## config.mk

```make
export PLATFORM = sky130hd
export DESIGN_NAME = aer_regs
export DESIGN_NICKNAME = d
export VERILOG_FILES = /design/src/hw/aer_pkg.sv /design/src/hw/aer_regs.sv
export SDC_FILE = /design/constraint.sdc
export NUM_CORES = 1
export LEC_CHECK = 0
export ABC_AREA = 1
export BUFFER_PORTS_ARGS = -buffer_cell sky130_fd_sc_hd__buf_2
export CAP_MARGIN = 30
export CORE_ASPECT_RATIO = 1.4
export CORE_MARGIN = 3
export CORE_UTILIZATION = 58
export CTS_CLUSTER_DIAMETER = 200
export DETAILED_ROUTE_END_ITERATION = 8
export PLACE_DENSITY = 0.86
export SYNTH_ARGS = -nofsm -noshare
export SYNTH_HDL_FRONTEND = slang
export SYNTH_SLANG_ARGS = --single-unit
```

## constraint.sdc

```tcl
create_clock -name ref_clk -period 32.4 [get_ports ref_clk]
set_clock_uncertainty 0.15 [all_clocks]
set_input_delay 9.72 -clock ref_clk [delete_from_list [all_inputs] [get_ports ref_clk]]
set_output_delay 9.72 -clock ref_clk [all_outputs]
set_load 0.02 [all_outputs]
```

## src/hw/aer_pkg.sv

```systemverilog
// package: constants and types of the error severity and correctable regs
package aer_pkg;

    // ------------------------------------------------------------------
    // register map (byte addresses)
    // ------------------------------------------------------------------
    localparam logic [11:0] uncorrectable_error_severity_off = 12'h10c;
    localparam logic [11:0] correctable_error_status_off     = 12'h110;
    localparam logic [11:0] correctable_error_mask_off       = 12'h114;
    localparam logic [11:0] header_log_off                   = 12'h11c;
    localparam logic [11:0] irq_status_off                   = 12'h200;
    localparam logic [11:0] irq_clear_off                    = 12'h204;
    localparam logic [11:0] irq_enable_off                   = 12'h208;

    // ------------------------------------------------------------------
    // field layouts and reset values
    // ------------------------------------------------------------------
    localparam logic [31:0] sev_writable   = 32'h003f_f031;
    localparam logic [31:0] sev_reset      = 32'h0006_2031;
    localparam int          sev_surprise_bit = 5;
    localparam logic [31:0] corr_writable  = 32'h0000_31c1;
    localparam logic [31:0] mask_reset     = 32'h0000_2000;
    localparam logic [31:0] zero_word      = 32'h0000_0000;
    localparam int          corr_events    = 6;
    localparam int          log_words      = 4;
    // correctable bit position of each event input, index 0..5
    localparam int          corr_pos [corr_events] = '{0, 6, 7, 8, 12, 13};
    // interrupt sources: one per correctable event, plus a log capture
    localparam int          irq_bits       = 7;
    localparam logic [6:0]  irq_zero       = 7'h00;

    typedef struct packed {
        logic        psel;
        logic        penable;
        logic        pwrite;
        logic [11:0] paddr;
        logic [31:0] pwdata;
    } apb_req_t;

    typedef struct packed {
        logic        pready;
        logic        pslverr;
        logic [31:0] prdata;
    } apb_rsp_t;

    // one-cycle event strobes from the link layer, with header of the tlp
    typedef struct packed {
        logic [corr_events-1:0] event_strobe;
        logic [127:0]           tlp_header;
    } corr_event_t;

    // report toward the message generator
    typedef struct packed {
        logic                   report;
        logic [corr_events-1:0] source;
    } corr_report_t;

endpackage : aer_pkg

```

## src/hw/aer_regs.sv

```systemverilog
// design: severity, correctable status and correctable mask registers
//
// Functional notes
// - severity bits: 0 non-fatal, 1 fatal
// - surprise-down severity only on downstream ports
// - receiver error sets status bit 0
// - bad tlp sets status bit 6
// - bad dllp sets status bit 7
// - replay-number rollover sets status bit 8
// - replay timer timeout sets status bit 12
// - advisory non-fatal sets status bit 13
// - mask 0 blocks receiver error log/message
// - mask 6 blocks bad tlp log/message
// - mask 7 blocks bad dllp log/message
// - mask 8 blocks rollover log/message
// - mask 12 blocks replay timeout log/message
// - mask 13 blocks advisory; resets to one
// - header log: four big-endian words, read-only
`timescale 1ns/1ps
`default_nettype none

module aer_regs
(
    input  wire logic                 ref_clk,
    input  wire logic                 rst,
    input  wire logic                 clk_en,
    input  wire logic                 downstream_port,
    input  wire aer_pkg::apb_req_t    apb_req,
    output var  aer_pkg::apb_rsp_t    apb_rsp,
    input  wire aer_pkg::corr_event_t corr_event,
    output var  aer_pkg::corr_report_t corr_report,
    output var  logic [31:0]          severity,
    output var  logic                 irq
);
    import aer_pkg::*;

    // ------------------------------------------------------------------
    // registers
    // ------------------------------------------------------------------
    logic [31:0]            sev_reg;
    logic [31:0]            corr_status;
    logic [31:0]            corr_mask;
    logic [31:0]            header_log [log_words];
    logic                   log_valid;
    logic [irq_bits-1:0]    irq_status;
    logic [irq_bits-1:0]    irq_enable;
    logic [31:0]            event_bits;
    logic [corr_events-1:0] unmasked;
    logic                   wr_en;
    logic                   rd_en;
    logic                   hit;
    logic [31:0]            next_rdata;

    // ------------------------------------------------------------------
    // decode and next-state signals
    // ------------------------------------------------------------------
    logic                   sel_sev;
    logic                   sel_status;
    logic                   sel_mask;
    logic [log_words-1:0]   sel_log;
    logic                   sel_irq_status;
    logic                   sel_irq_clear;
    logic                   sel_irq_enable;
    logic                   wr_sev;
    logic                   wr_status;
    logic                   wr_mask;
    logic                   wr_irq_clear;
    logic                   wr_irq_enable;
    logic                   rearm_log;
    logic                   capture;
    logic [irq_bits-1:0]    irq_set;
    logic [31:0]            next_sev;
    logic [31:0]            next_status;
    logic [31:0]            next_mask;
    logic [irq_bits-1:0]    next_irq_status;
    logic [irq_bits-1:0]    next_irq_enable;

    // ------------------------------------------------------------------
    // apb qualifiers
    // ------------------------------------------------------------------
    // pready follows clk_en, so a frozen block stretches writes and reads set up
    // while clk_en is high; a read set up while frozen returns stale prdata
    assign wr_en = apb_req.psel & apb_req.penable & apb_req.pwrite & clk_en;
    assign rd_en = apb_req.psel & ~apb_req.penable & ~apb_req.pwrite
                   & clk_en;

    // ------------------------------------------------------------------
    // address decode
    // ------------------------------------------------------------------
    // one select per word, shared by writes, the log re-arm and the error flag;
    // reads decode the same words in their own case, so a word that answers without error is exactly a word that exists
    assign sel_sev        = apb_req.paddr == uncorrectable_error_severity_off;
    assign sel_status     = apb_req.paddr == correctable_error_status_off;
    assign sel_mask       = apb_req.paddr == correctable_error_mask_off;
    assign sel_irq_status = apb_req.paddr == irq_status_off;
    assign sel_irq_clear  = apb_req.paddr == irq_clear_off;
    assign sel_irq_enable = apb_req.paddr == irq_enable_off;

    genvar gl;
    generate
        for (gl = 0; gl < log_words; gl++)
        begin : g_log_sel
            assign sel_log[gl] = apb_req.paddr
                                 == header_log_off + 12'(4 * gl);
        end
    endgenerate

    assign hit = sel_sev | sel_status | sel_mask | (|sel_log)
                 | sel_irq_status | sel_irq_clear | sel_irq_enable;

    // ------------------------------------------------------------------
    // access strobes
    // ------------------------------------------------------------------
    // writes land in the access cycle; the log re-arm rides on the setup
    // of a read of the last header word, the cycle its data is latched
    assign wr_sev        = wr_en & sel_sev;
    assign wr_status     = wr_en & sel_status;
    assign wr_mask       = wr_en & sel_mask;
    assign wr_irq_clear  = wr_en & sel_irq_clear;
    assign wr_irq_enable = wr_en & sel_irq_enable;
    assign rearm_log     = rd_en & sel_log[log_words-1];

    // ------------------------------------------------------------------
    // event decode
    // ------------------------------------------------------------------
    genvar gi;
    generate
        for (gi = 0; gi < corr_events; gi++)
        begin : g_evt
            // status set is independent of the mask
            assign unmasked[gi] = corr_event.event_strobe[gi]
                                  & ~corr_mask[corr_pos[gi]];
        end
    endgenerate

    always_comb
    begin
        event_bits = zero_word;
        for (int i = 0; i < corr_events; i++)
        begin
            event_bits[corr_pos[i]] = corr_event.event_strobe[i];
        end
    end

    // a capture needs an unmasked event and a free log; masked events and
    // events that find the log busy still reach status and interrupt
    assign capture = |unmasked & ~log_valid;
    assign irq_set = {capture, corr_event.event_strobe};

    // ------------------------------------------------------------------
    // next register values
    // ------------------------------------------------------------------
    // the clear term is applied before the set term, so an event that
    // meets its own write-one-to-clear in one cycle leaves the bit set
    always_comb
    begin
        next_sev        = sev_reg;
        next_status     = corr_status | event_bits;
        next_mask       = corr_mask;
        next_irq_status = irq_status | irq_set;
        next_irq_enable = irq_enable;
        if (wr_sev)
            next_sev = apb_req.pwdata & sev_writable;
        if (wr_status)
            next_status = (corr_status & ~apb_req.pwdata) | event_bits;
        if (wr_mask)
            next_mask = apb_req.pwdata & corr_writable;
        if (wr_irq_clear)
            next_irq_status = (irq_status & ~apb_req.pwdata[irq_bits-1:0])
                              | irq_set;
        if (wr_irq_enable)
            next_irq_enable = apb_req.pwdata[irq_bits-1:0];
        next_status = next_status & corr_writable;
    end

    // ------------------------------------------------------------------
    // severity register
    // ------------------------------------------------------------------
    always_ff @(posedge ref_clk)
    begin
        if (rst)
        begin
            sev_reg <= sev_reset;
        end
        else if (clk_en)
        begin
            sev_reg <= next_sev;
        end
    end

    // surprise-down class is meaningless upstream, so it reads as set only
    // where it can apply; software still reads back what it wrote
    always_comb
    begin
        severity = sev_reg;
        if (!downstream_port)
            severity[sev_surprise_bit] = 1'b0;
    end

    // ------------------------------------------------------------------
    // correctable status
    // ------------------------------------------------------------------
    // sticky flags: only reset or a write of one clears them
    always_ff @(posedge ref_clk)
    begin
        if (rst)
        begin
            corr_status <= zero_word;
        end
        else if (clk_en)
        begin
            corr_status <= next_status;
        end
    end

    // ------------------------------------------------------------------
    // correctable mask
    // ------------------------------------------------------------------
    // the advisory mask starts set, so advisory errors are neither logged nor
    // reported until software opts in
    always_ff @(posedge ref_clk)
    begin
        if (rst)
        begin
            corr_mask <= mask_reset;
        end
        else if (clk_en)
        begin
            corr_mask <= next_mask;
        end
    end

    // ------------------------------------------------------------------
    // header log
    // ------------------------------------------------------------------
    // first unmasked error wins; later ones are not logged until software
    // has read the last header word, so one slow reader loses headers
    always_ff @(posedge ref_clk)
    begin
        if (rst)
        begin
            log_valid <= 1'b0;
            for (int i = 0; i < log_words; i++)
            begin
                header_log[i] <= zero_word;
            end
        end
        else if (clk_en)
        begin
            if (capture)
            begin
                log_valid <= 1'b1;
                for (int i = 0; i < log_words; i++)
                begin
                    header_log[i] <= corr_event.tlp_header[
                        127-32*i -: 32];
                end
            end
            else if (rearm_log)
                log_valid <= 1'b0;
        end
    end

    // ------------------------------------------------------------------
    // error report
    // ------------------------------------------------------------------
    // one pulse per cycle with unmasked events; the message side splits it into
    // one message per source
    always_ff @(posedge ref_clk)
    begin
        if (rst)
            corr_report <= '0;
        else if (clk_en)
        begin
            corr_report.report <= |unmasked;
            corr_report.source <= unmasked;
        end
    end

    // ------------------------------------------------------------------
    // interrupt status
    // ------------------------------------------------------------------
    // bits 5:0 follow the raw event strobes, masked or not, and bit 6
    // marks a header capture; masking therefore does not hide an event
    // from the local interrupt, only from the log and the message
    always_ff @(posedge ref_clk)
    begin
        if (rst)
        begin
            irq_status <= irq_zero;
        end
        else if (clk_en)
        begin
            irq_status <= next_irq_status;
        end
    end

    // ------------------------------------------------------------------
    // interrupt enable
    // ------------------------------------------------------------------
    always_ff @(posedge ref_clk)
    begin
        if (rst)
        begin
            irq_enable <= irq_zero;
        end
        else if (clk_en)
        begin
            irq_enable <= next_irq_enable;
        end
    end

    assign irq = |(irq_status & irq_enable);

    // ------------------------------------------------------------------
    // apb read path
    // ------------------------------------------------------------------
    // data is latched in the setup cycle, so it stands still for the
    // whole access however long clk_en stretches it
    always_comb
    begin
        next_rdata = zero_word;
        unique case (apb_req.paddr)
            uncorrectable_error_severity_off: next_rdata = sev_reg;
            correctable_error_status_off:     next_rdata = corr_status;
            correctable_error_mask_off:       next_rdata = corr_mask;
            header_log_off:                   next_rdata = header_log[0];
            header_log_off + 12'h004:         next_rdata = header_log[1];
            header_log_off + 12'h008:         next_rdata = header_log[2];
            header_log_off + 12'h00c:         next_rdata = header_log[3];
            irq_status_off:    next_rdata = {25'h0000000, irq_status};
            irq_enable_off:    next_rdata = {25'h0000000, irq_enable};
            irq_clear_off:     next_rdata = zero_word;
            default:           next_rdata = zero_word;
        endcase
    end

    // ------------------------------------------------------------------
    // apb response
    // ------------------------------------------------------------------

    always_ff @(posedge ref_clk)
    begin
        if (rst)
        begin
            apb_rsp.prdata  <= zero_word;
            apb_rsp.pslverr <= 1'b0;
        end
        else if (clk_en && apb_req.psel && !apb_req.penable)
        begin
            apb_rsp.prdata  <= apb_req.pwrite ? zero_word : next_rdata;
            apb_rsp.pslverr <= ~hit;
        end
    end

    assign apb_rsp.pready = clk_en;

endmodule : aer_regs

`default_nettype wire

```

==> results.toml, run 1 <==
[placed_design]
place_worst_setup_slack_ps = 12260
placedInstanceArea_um2 = 11000
io_buffers = 226
gp_congestion = 0.916
hpwlAfterDp_um = 17900

[setup_path]
path_buf_inv = 2
timing.critical_path.slowest_stage_cell = "sky130_fd_sc_hd__buf_2"
path_cells = "buf_2, buf_2"
critical_path.startpoint_type = "primary input"
largest_fanout_of_any_net_on_the_critical_path = 23
worst_path_largest_cell_delay_ps = 310
timing.critical_path.to_type = "output port"
cp.required_ps = 22530
worstSetupPathType = "in -> out"
timing.critical_path.arrival_ps = 10270
crit_family = "buffers and inverters"
critical-path-top-cell-by-count = "sky130_fd_sc_hd__buf_2"

[timing]
worst_slack_ps = 12260
max_slew.worst_pin.slew_ps = 930
setup_total_negative_slack_ps = 0
slew_violations = 0
timing.max_slew.rel_slack_pct = 37.9
timing.final.hold_violations = 0
grt_setup_unrepaired = "no"
post-route-period-util_pct = 62.2
final_worst_hold_slack_ps = 320
max_freq_mhz = 49.7
setup_violations = 0
period_needed_ps = 20140

[cts]
clkLatencyLatePin_ps = 500
cts.reportedPaths.clkPinSlew_ps = 60
cts_resized = 0
post_cts_buffers = 0
clock_sink_count = 208
htreeDepth = 1
cts_made_buffers = 21
clock-root-buffer = "sky130_fd_sc_hd__clkbuf_16"
cts-hold-fix-buffers = 0
cts_tree = "yes"
cts_buffer_depth = 3

[cells_and_area]
design.final.nets = 1574
utilization_after_layout_pct = 69.9
flow.area_growth_from_synthesis_pct = 17.4
layout_common_cells = "sky130_fd_sc_hd__buf_2, sky130_fd_sc_hd__inv_1, sky130_fd_sc_hd__nand2_1, sky130_fd_sc_hd__nor2_1"
post-route-cell-area_um2 = 11800
layout_filler_cell_count = 1377
final_layout_size_suffix_gt1_share_pct = 23.6
multi_input_comb_area_um2 = 3380
layout.area.seq_um2 = 5450
largest_reg_flops = 128
most_common_library_cell_in_the_layout_ignoring_fill_and_taps = "sky130_fd_sc_hd__buf_2"

[synthesis]
synth.distinct_cells = 34
synth.cell_area_um2 = 10000
yosys-top-cells-area = "sky130_fd_sc_hd__edfxtp_1, sky130_fd_sc_hd__dfxtp_1, sky130_fd_sc_hd__inv_1, sky130_fd_sc_hd__nand2_1, sky130_fd_sc_hd__nor2_1"
synth.largest_area_cell = "sky130_fd_sc_hd__edfxtp_1"
synth.top_cell.area_share_pct = 38.4
synth_seq_area_share_pct = 54.4
yosys_warnings = 0
syn_inst = 1199
postSynthRegisterBits = 208
post_synth.cell_area_avg_um2 = 8.35

[flow_run]
cap_viol_max_count = 0

[grt]
global_route_total_overflow = 0
pin_count_of_the_biggest_net_entering_global_routing = 85
globalRouteTotalUtil_pct = 26.7
first_pass_grt_wire_length_um = 39700
number_of_global_route_vias_before_repair = 8268
antenna_found_initial = 1

[detailed_routing]
drt_drc_violations_left = 0
viasPerCell = 5.25
drt_pass1_iterations = 5
drt-initial-drc-count = 795
detail-route-antenna-nets = 0
dr_wl_cell_um = 15.9
via_count = 8436
route.final.wire_length_um = 25500

[floorplan]
fp.coreArea_um2 = 16800
initial_utilization_pct = 59.5
dieWidth_um = 117
ioPinCount = 259
number_of_rows_created_at_floorplan = 56
dieArea_um2 = 18900
die-height_um = 161

[power_and_ir_drop]
power_density_nw_per_um2 = 50.0
netSwitchingPower_uw = 134
switching_share_pct = 22.8
ir_drop_mv = 0.0465
clkPwrFrac_pct = 40.7
flop_pwr_share_pct = 51.9
total_leakage_power_nw = 5.84
internal_power_uw = 453
power_frac_comb_pct = 7.4

[worst_hold_path]
hold_crit_path_type = "reg -> reg"

[run_status]
status = "finished clean"
==> stage by stage <==
| stage | cells | power, mW |
|---|---|---|
| floorplan | 1217 | 0.339 |
| global placement | 1568 | 0.351 |
| detailed placement | 1568 | 0.353 |
| CTS | 1605 | 0.591 |
| global route | 1607 | 0.608 |
| finish | 1607 | 0.587 |
==> power groups by stage <==
| stage | sequential (mW) | clock, mW | combinational, mW |
|---|---|---|---|
| finish | 0.305 | 0.239 | 0.0434 |
| global route | 0.306 | 0.254 | 0.0485 |
| CTS | 0.305 | 0.243 | 0.0433 |
| detailed placement | 0.310 | 0 | 0.0430 |
| global placement | 0.310 | 0 | 0.0418 |
| floorplan | 0.314 | 0 | 0.0252 |
==> routing by layer <==
layer / up-vias / global-route usage, % / routed length (um)
met2: 326 / 47.3 / 13300
met4: 0 / 11.1 / 824
met1: 3887 / 31.8 / 9780
met5: - / 0 / 0
li1: 4165 / - / -
met3: 58 / 3.75 / 1620
==> cell families after synthesis <==
kind of cell,Yosys count,share of synthesized area (%)
AOI/OAI and AO/OA,109,6.34
buffers and inverters,293,12.8
DFF,208,54.4
other,1,0.0374
and+or+nand+nor,588,26.5
==> cell usage after synthesis, drive strengths merged <==
library cell  count
a211oi            7
a21boi            1
a21oi            58
a221oi            1
a22o              1
buf              63
clkbuf           21
clkinv            2
conb              1
dfxtp            80
edfxtp          128
inv             207
nand2           217
nand3           130
nand3b            9
nand4            25
nor2            199
nor3              7
nor4              1
o211ai            5
o21ai            36
==> worst register-to-register path: stages, from the launching register on <==
cell and delay (ps):
sky130_fd_sc_hd__dfxtp_1 370, sky130_fd_sc_hd__inv_1 70, sky130_fd_sc_hd__nand2_1 70, sky130_fd_sc_hd__nand4_1 110
sky130_fd_sc_hd__o21ai_0 620, sky130_fd_sc_hd__nor2_1 190, sky130_fd_sc_hd__nand2_4 450, sky130_fd_sc_hd__buf_4 730
sky130_fd_sc_hd__nor2_1 160
==> cell type report <==
class                   instances  share of cell area (%)
flip-flops and latches        208                    46.3
multi-input cells             716                    28.8
repair buffers                233                    10.1
inverters                     209                    6.68
clock buffers                  29                    5.53
well taps                     203                    2.16
clock inverters                 8                   0.362
diodes                          1                  0.0213
==> path summary, 6_finish.rpt <==
kind	from	slack, ps	endpoint	cells after the start
min reg2reg	apb_rsp[23]$_SDFFE_PP0P_	320	apb_rsp[23]$_SDFFE_PP0P_	2
min	apb_rsp[23]$_SDFFE_PP0P_	320	apb_rsp[23]$_SDFFE_PP0P_	2
max reg2reg	corr_mask[0]$_SDFFE_PP0P_	29190	header_log[0][11]$_SDFFCE_PN0P_	8
max	clk_en	12260	apb_rsp[33]	2
(Power assumes the default switching activity.)
==> run 2, diff against run 1 <==
Settings changed: ABC_AREA 1 to 0, CORE_UTILIZATION 58 to 53, PLACE_DENSITY 0.86 to 0.81.
Clock period 32.4 ns to 19.16 ns, I/O delays scaled along.
==> run 2 against run 1 <==
- sequential power grew 68%
- total power is 66% higher
- first-iteration DRC count fell by 30%
- critical path type unchanged
- largest power group unchanged
==> results.toml, run 2 <==
[synthesis]
ys_dominant_reg_cell = "sky130_fd_sc_hd__edfxtp_1"
synth.top_cell.area_share_pct = 41.0
postSynth.asyncResetShare_pct = 0
yosys-top-cells-area = "sky130_fd_sc_hd__edfxtp_1, sky130_fd_sc_hd__dfxtp_1, sky130_fd_sc_hd__and2_1, sky130_fd_sc_hd__mux2i_1, sky130_fd_sc_hd__nand2_1"
synth.cell_area_um2 = 9380
post-synth-top-count-cell = "sky130_fd_sc_hd__and2_1"
synth_seq_area_share_pct = 58.0
syn_inst = 848
post_synth.cell_area_avg_um2 = 11.1
synth.largest_area_cell = "sky130_fd_sc_hd__edfxtp_1"
postSynthRegisterBits = 208
synth.cells.most_frequent = "sky130_fd_sc_hd__and2_1, sky130_fd_sc_hd__edfxtp_1, sky130_fd_sc_hd__nand2_1"
yosys_warnings = 0
synth_edf_count = 128
synth.distinct_cells = 56

[setup_path]
timing.critical_path.slowest_stage_cell = "sky130_fd_sc_hd__buf_2"
crit_family = "buffers and inverters"
worst-r2r-setup-slack_ps = 16020
critical-path-top-cell-by-count = "sky130_fd_sc_hd__buf_2"
timing.critical_path.arrival_ps = 6320
path_cells = "buf_2, buf_2"
path_buf_inv = 2
worst_path_largest_cell_delay_ps = 330
critical_path.startpoint_type = "primary input"
timing.critical_path.to_type = "output port"
worstSetupPathType = "in -> out"
cp.required_ps = 13260
largest_fanout_of_any_net_on_the_critical_path = 19

[placed_design]
place_worst_setup_slack_ps = 6940
placedInstanceArea_um2 = 10600
hpwlAfterDp_um = 16100
gp_congestion = 0.842
io_buffers = 226

[cells_and_area]
final_layout_size_suffix_gt1_share_pct = 28.0
post-route-cell-area_um2 = 11200
layout_common_cells = "sky130_fd_sc_hd__buf_2, sky130_fd_sc_hd__and2_1, sky130_fd_sc_hd__edfxtp_1, sky130_fd_sc_hd__nand2_1, sky130_fd_sc_hd__dfxtp_1"
most_common_library_cell_in_the_layout_ignoring_fill_and_taps = "sky130_fd_sc_hd__buf_2"
largest_reg_flops = 128
multi_input_comb_area_um2 = 3570
flow.area_growth_from_synthesis_pct = 19.6
layout.area.seq_um2 = 5450
design.final.nets = 1226
layout_filler_cell_count = 1339

[timing]
slew_violations = 0
period_needed_ps = 12220
setup_total_negative_slack_ps = 0
max_slew.worst_pin.slew_ps = 1050
post-route-period-util_pct = 63.8
grt_setup_unrepaired = "no"
setup_violations = 0
max_freq_mhz = 81.8
timing.max_slew.rel_slack_pct = 29.4
worst_slack_ps = 6940
timing.final.hold_violations = 0

[power_and_ir_drop]
power_frac_comb_pct = 8.1
flop_pwr_share_pct = 52.5
netSwitchingPower_uw = 212
internal_power_uw = 761
clkPwrFrac_pct = 39.4
switching_share_pct = 21.8
ir_drop_mv = 0.0820
power_density_nw_per_um2 = 86.7
total_leakage_power_nw = 4.58

[flow_run]
cap_viol_max_count = 0

[detailed_routing]
drt_pass1_iterations = 7
viasPerCell = 5.48
detail-route-antenna-nets = 0
dr_wl_cell_um = 17.7
route.final.wire_length_um = 22900
drt-initial-drc-count = 556
via_count = 7070
drt_drc_violations_left = 0

[floorplan]
number_of_rows_created_at_floorplan = 56
dieArea_um2 = 19400
initial_utilization_pct = 55.1
dieWidth_um = 118
fp.coreArea_um2 = 17000
ioPinCount = 259
die-height_um = 163

[cts]
cts.reportedPaths.clkPinSlew_ps = 60
cts-hold-fix-buffers = 0
cts_buffer_depth = 3
cts_tree = "yes"
post_cts_buffers = 0
cts_resized = 0
cts_made_buffers = 20
clkLatencyLatePin_ps = 490
clock-root-buffer = "sky130_fd_sc_hd__clkbuf_16"
htreeDepth = 1
clock_sink_count = 208

[run_status]
status = "finished clean"

[worst_hold_path]
hold_crit_path_type = "reg -> reg"

[grt]
globalRouteTotalUtil_pct = 23.0
pin_count_of_the_biggest_net_entering_global_routing = 129
number_of_global_route_vias_before_repair = 6879
global_route_total_overflow = 0
first_pass_grt_wire_length_um = 35600
antenna_found_initial = 8
-- run 2: cell types whose count changed after synthesis, moves of 21 or more --
cell / before / now
sky130_fd_sc_hd__nor2_1: 181 / 33
sky130_fd_sc_hd__nand4_1: 25 / 4
sky130_fd_sc_hd__mux2i_1: 0 / 46
sky130_fd_sc_hd__a22oi_1: 0 / 40
sky130_fd_sc_hd__and2_1: 0 / 130
sky130_fd_sc_hd__inv_1: 200 / 1
sky130_fd_sc_hd__nand3_1: 128 / 5
sky130_fd_sc_hd__nand2_1: 197 / 110
-- run 2: worst paths after layout --
check | startpoint | endpoint | cells past startpoint
worst max register to register | corr_mask[8]$_SDFFE_PP0P_ | header_log[2][11]$_SDFFCE_PN0P_ | 6
worst max-delay path | clk_en | apb_rsp[33] | 2
worst min-delay path | apb_rsp[26]$_SDFFE_PP0P_ | apb_rsp[26]$_SDFFE_PP0P_ | 2
worst min register to register | apb_rsp[26]$_SDFFE_PP0P_ | apb_rsp[26]$_SDFFE_PP0P_ | 2
-- run 2: power groups by stage --
| stage | Sequential, mW | Clock [mW] | Combinational, mW |
|---|---|---|---|
| global placement | 0.519 | 0 | 0.0764 |
| finish | 0.511 | 0.383 | 0.0790 |
| CTS | 0.511 | 0.389 | 0.0794 |
| floorplan | 0.522 | 0 | 0.0476 |
| detailed placement | 0.520 | 0 | 0.0791 |
| global route | 0.513 | 0.410 | 0.0869 |
-- run 2: logic make-up (layout without fill, tap and decap cells) --
logic type	after synthesis	after routing	share of synthesized area, %
flops	208	208	58.0
mux	59	59	6.47
compound gates	150	150	10.5
buf+inv	88	277	4.97
simple gates	342	342	20.0
other cells	1	23	0.0400
-- run 2: through the flow --
step / power (mW) / hold WS (ps) / utilization (%) / cells
6_report: 0.973 / 299 / 65.9 / 1291
5_1_grt: 1.01 / 329 / 65.9 / 1291
4_1_cts: 0.980 / 304 / 65.8 / 1286
3_5_place_dp: 0.600 / 290 / 62.0 / 1250
3_3_place_gp: 0.596 / 281 / 61.8 / 1248
2_1_floorplan: 0.569 / 284 / - / 866
-- run 2: layout make-up --
cell class,count,area share [%]
clock inverters,2,0.0781
clock buffers,34,5.67
inverters,1,0.0335
multi-input cells,570,31.8
repair buffers,240,11.2
well taps,232,2.59
diodes,4,0.0892
flip-flops and latches,208,48.5
-- run 2: routing by layer --
metal | vias up | routed length (um) | track usage, %
li1 | 3387 | - | -
met2 | 311 | 11500 | 40.1
met3 | 74 | 1820 | 4.99
met5 | - | 42 | 0
met1 | 3290 | 8580 | 27.5
met4 | 8 | 1010 | 10.0
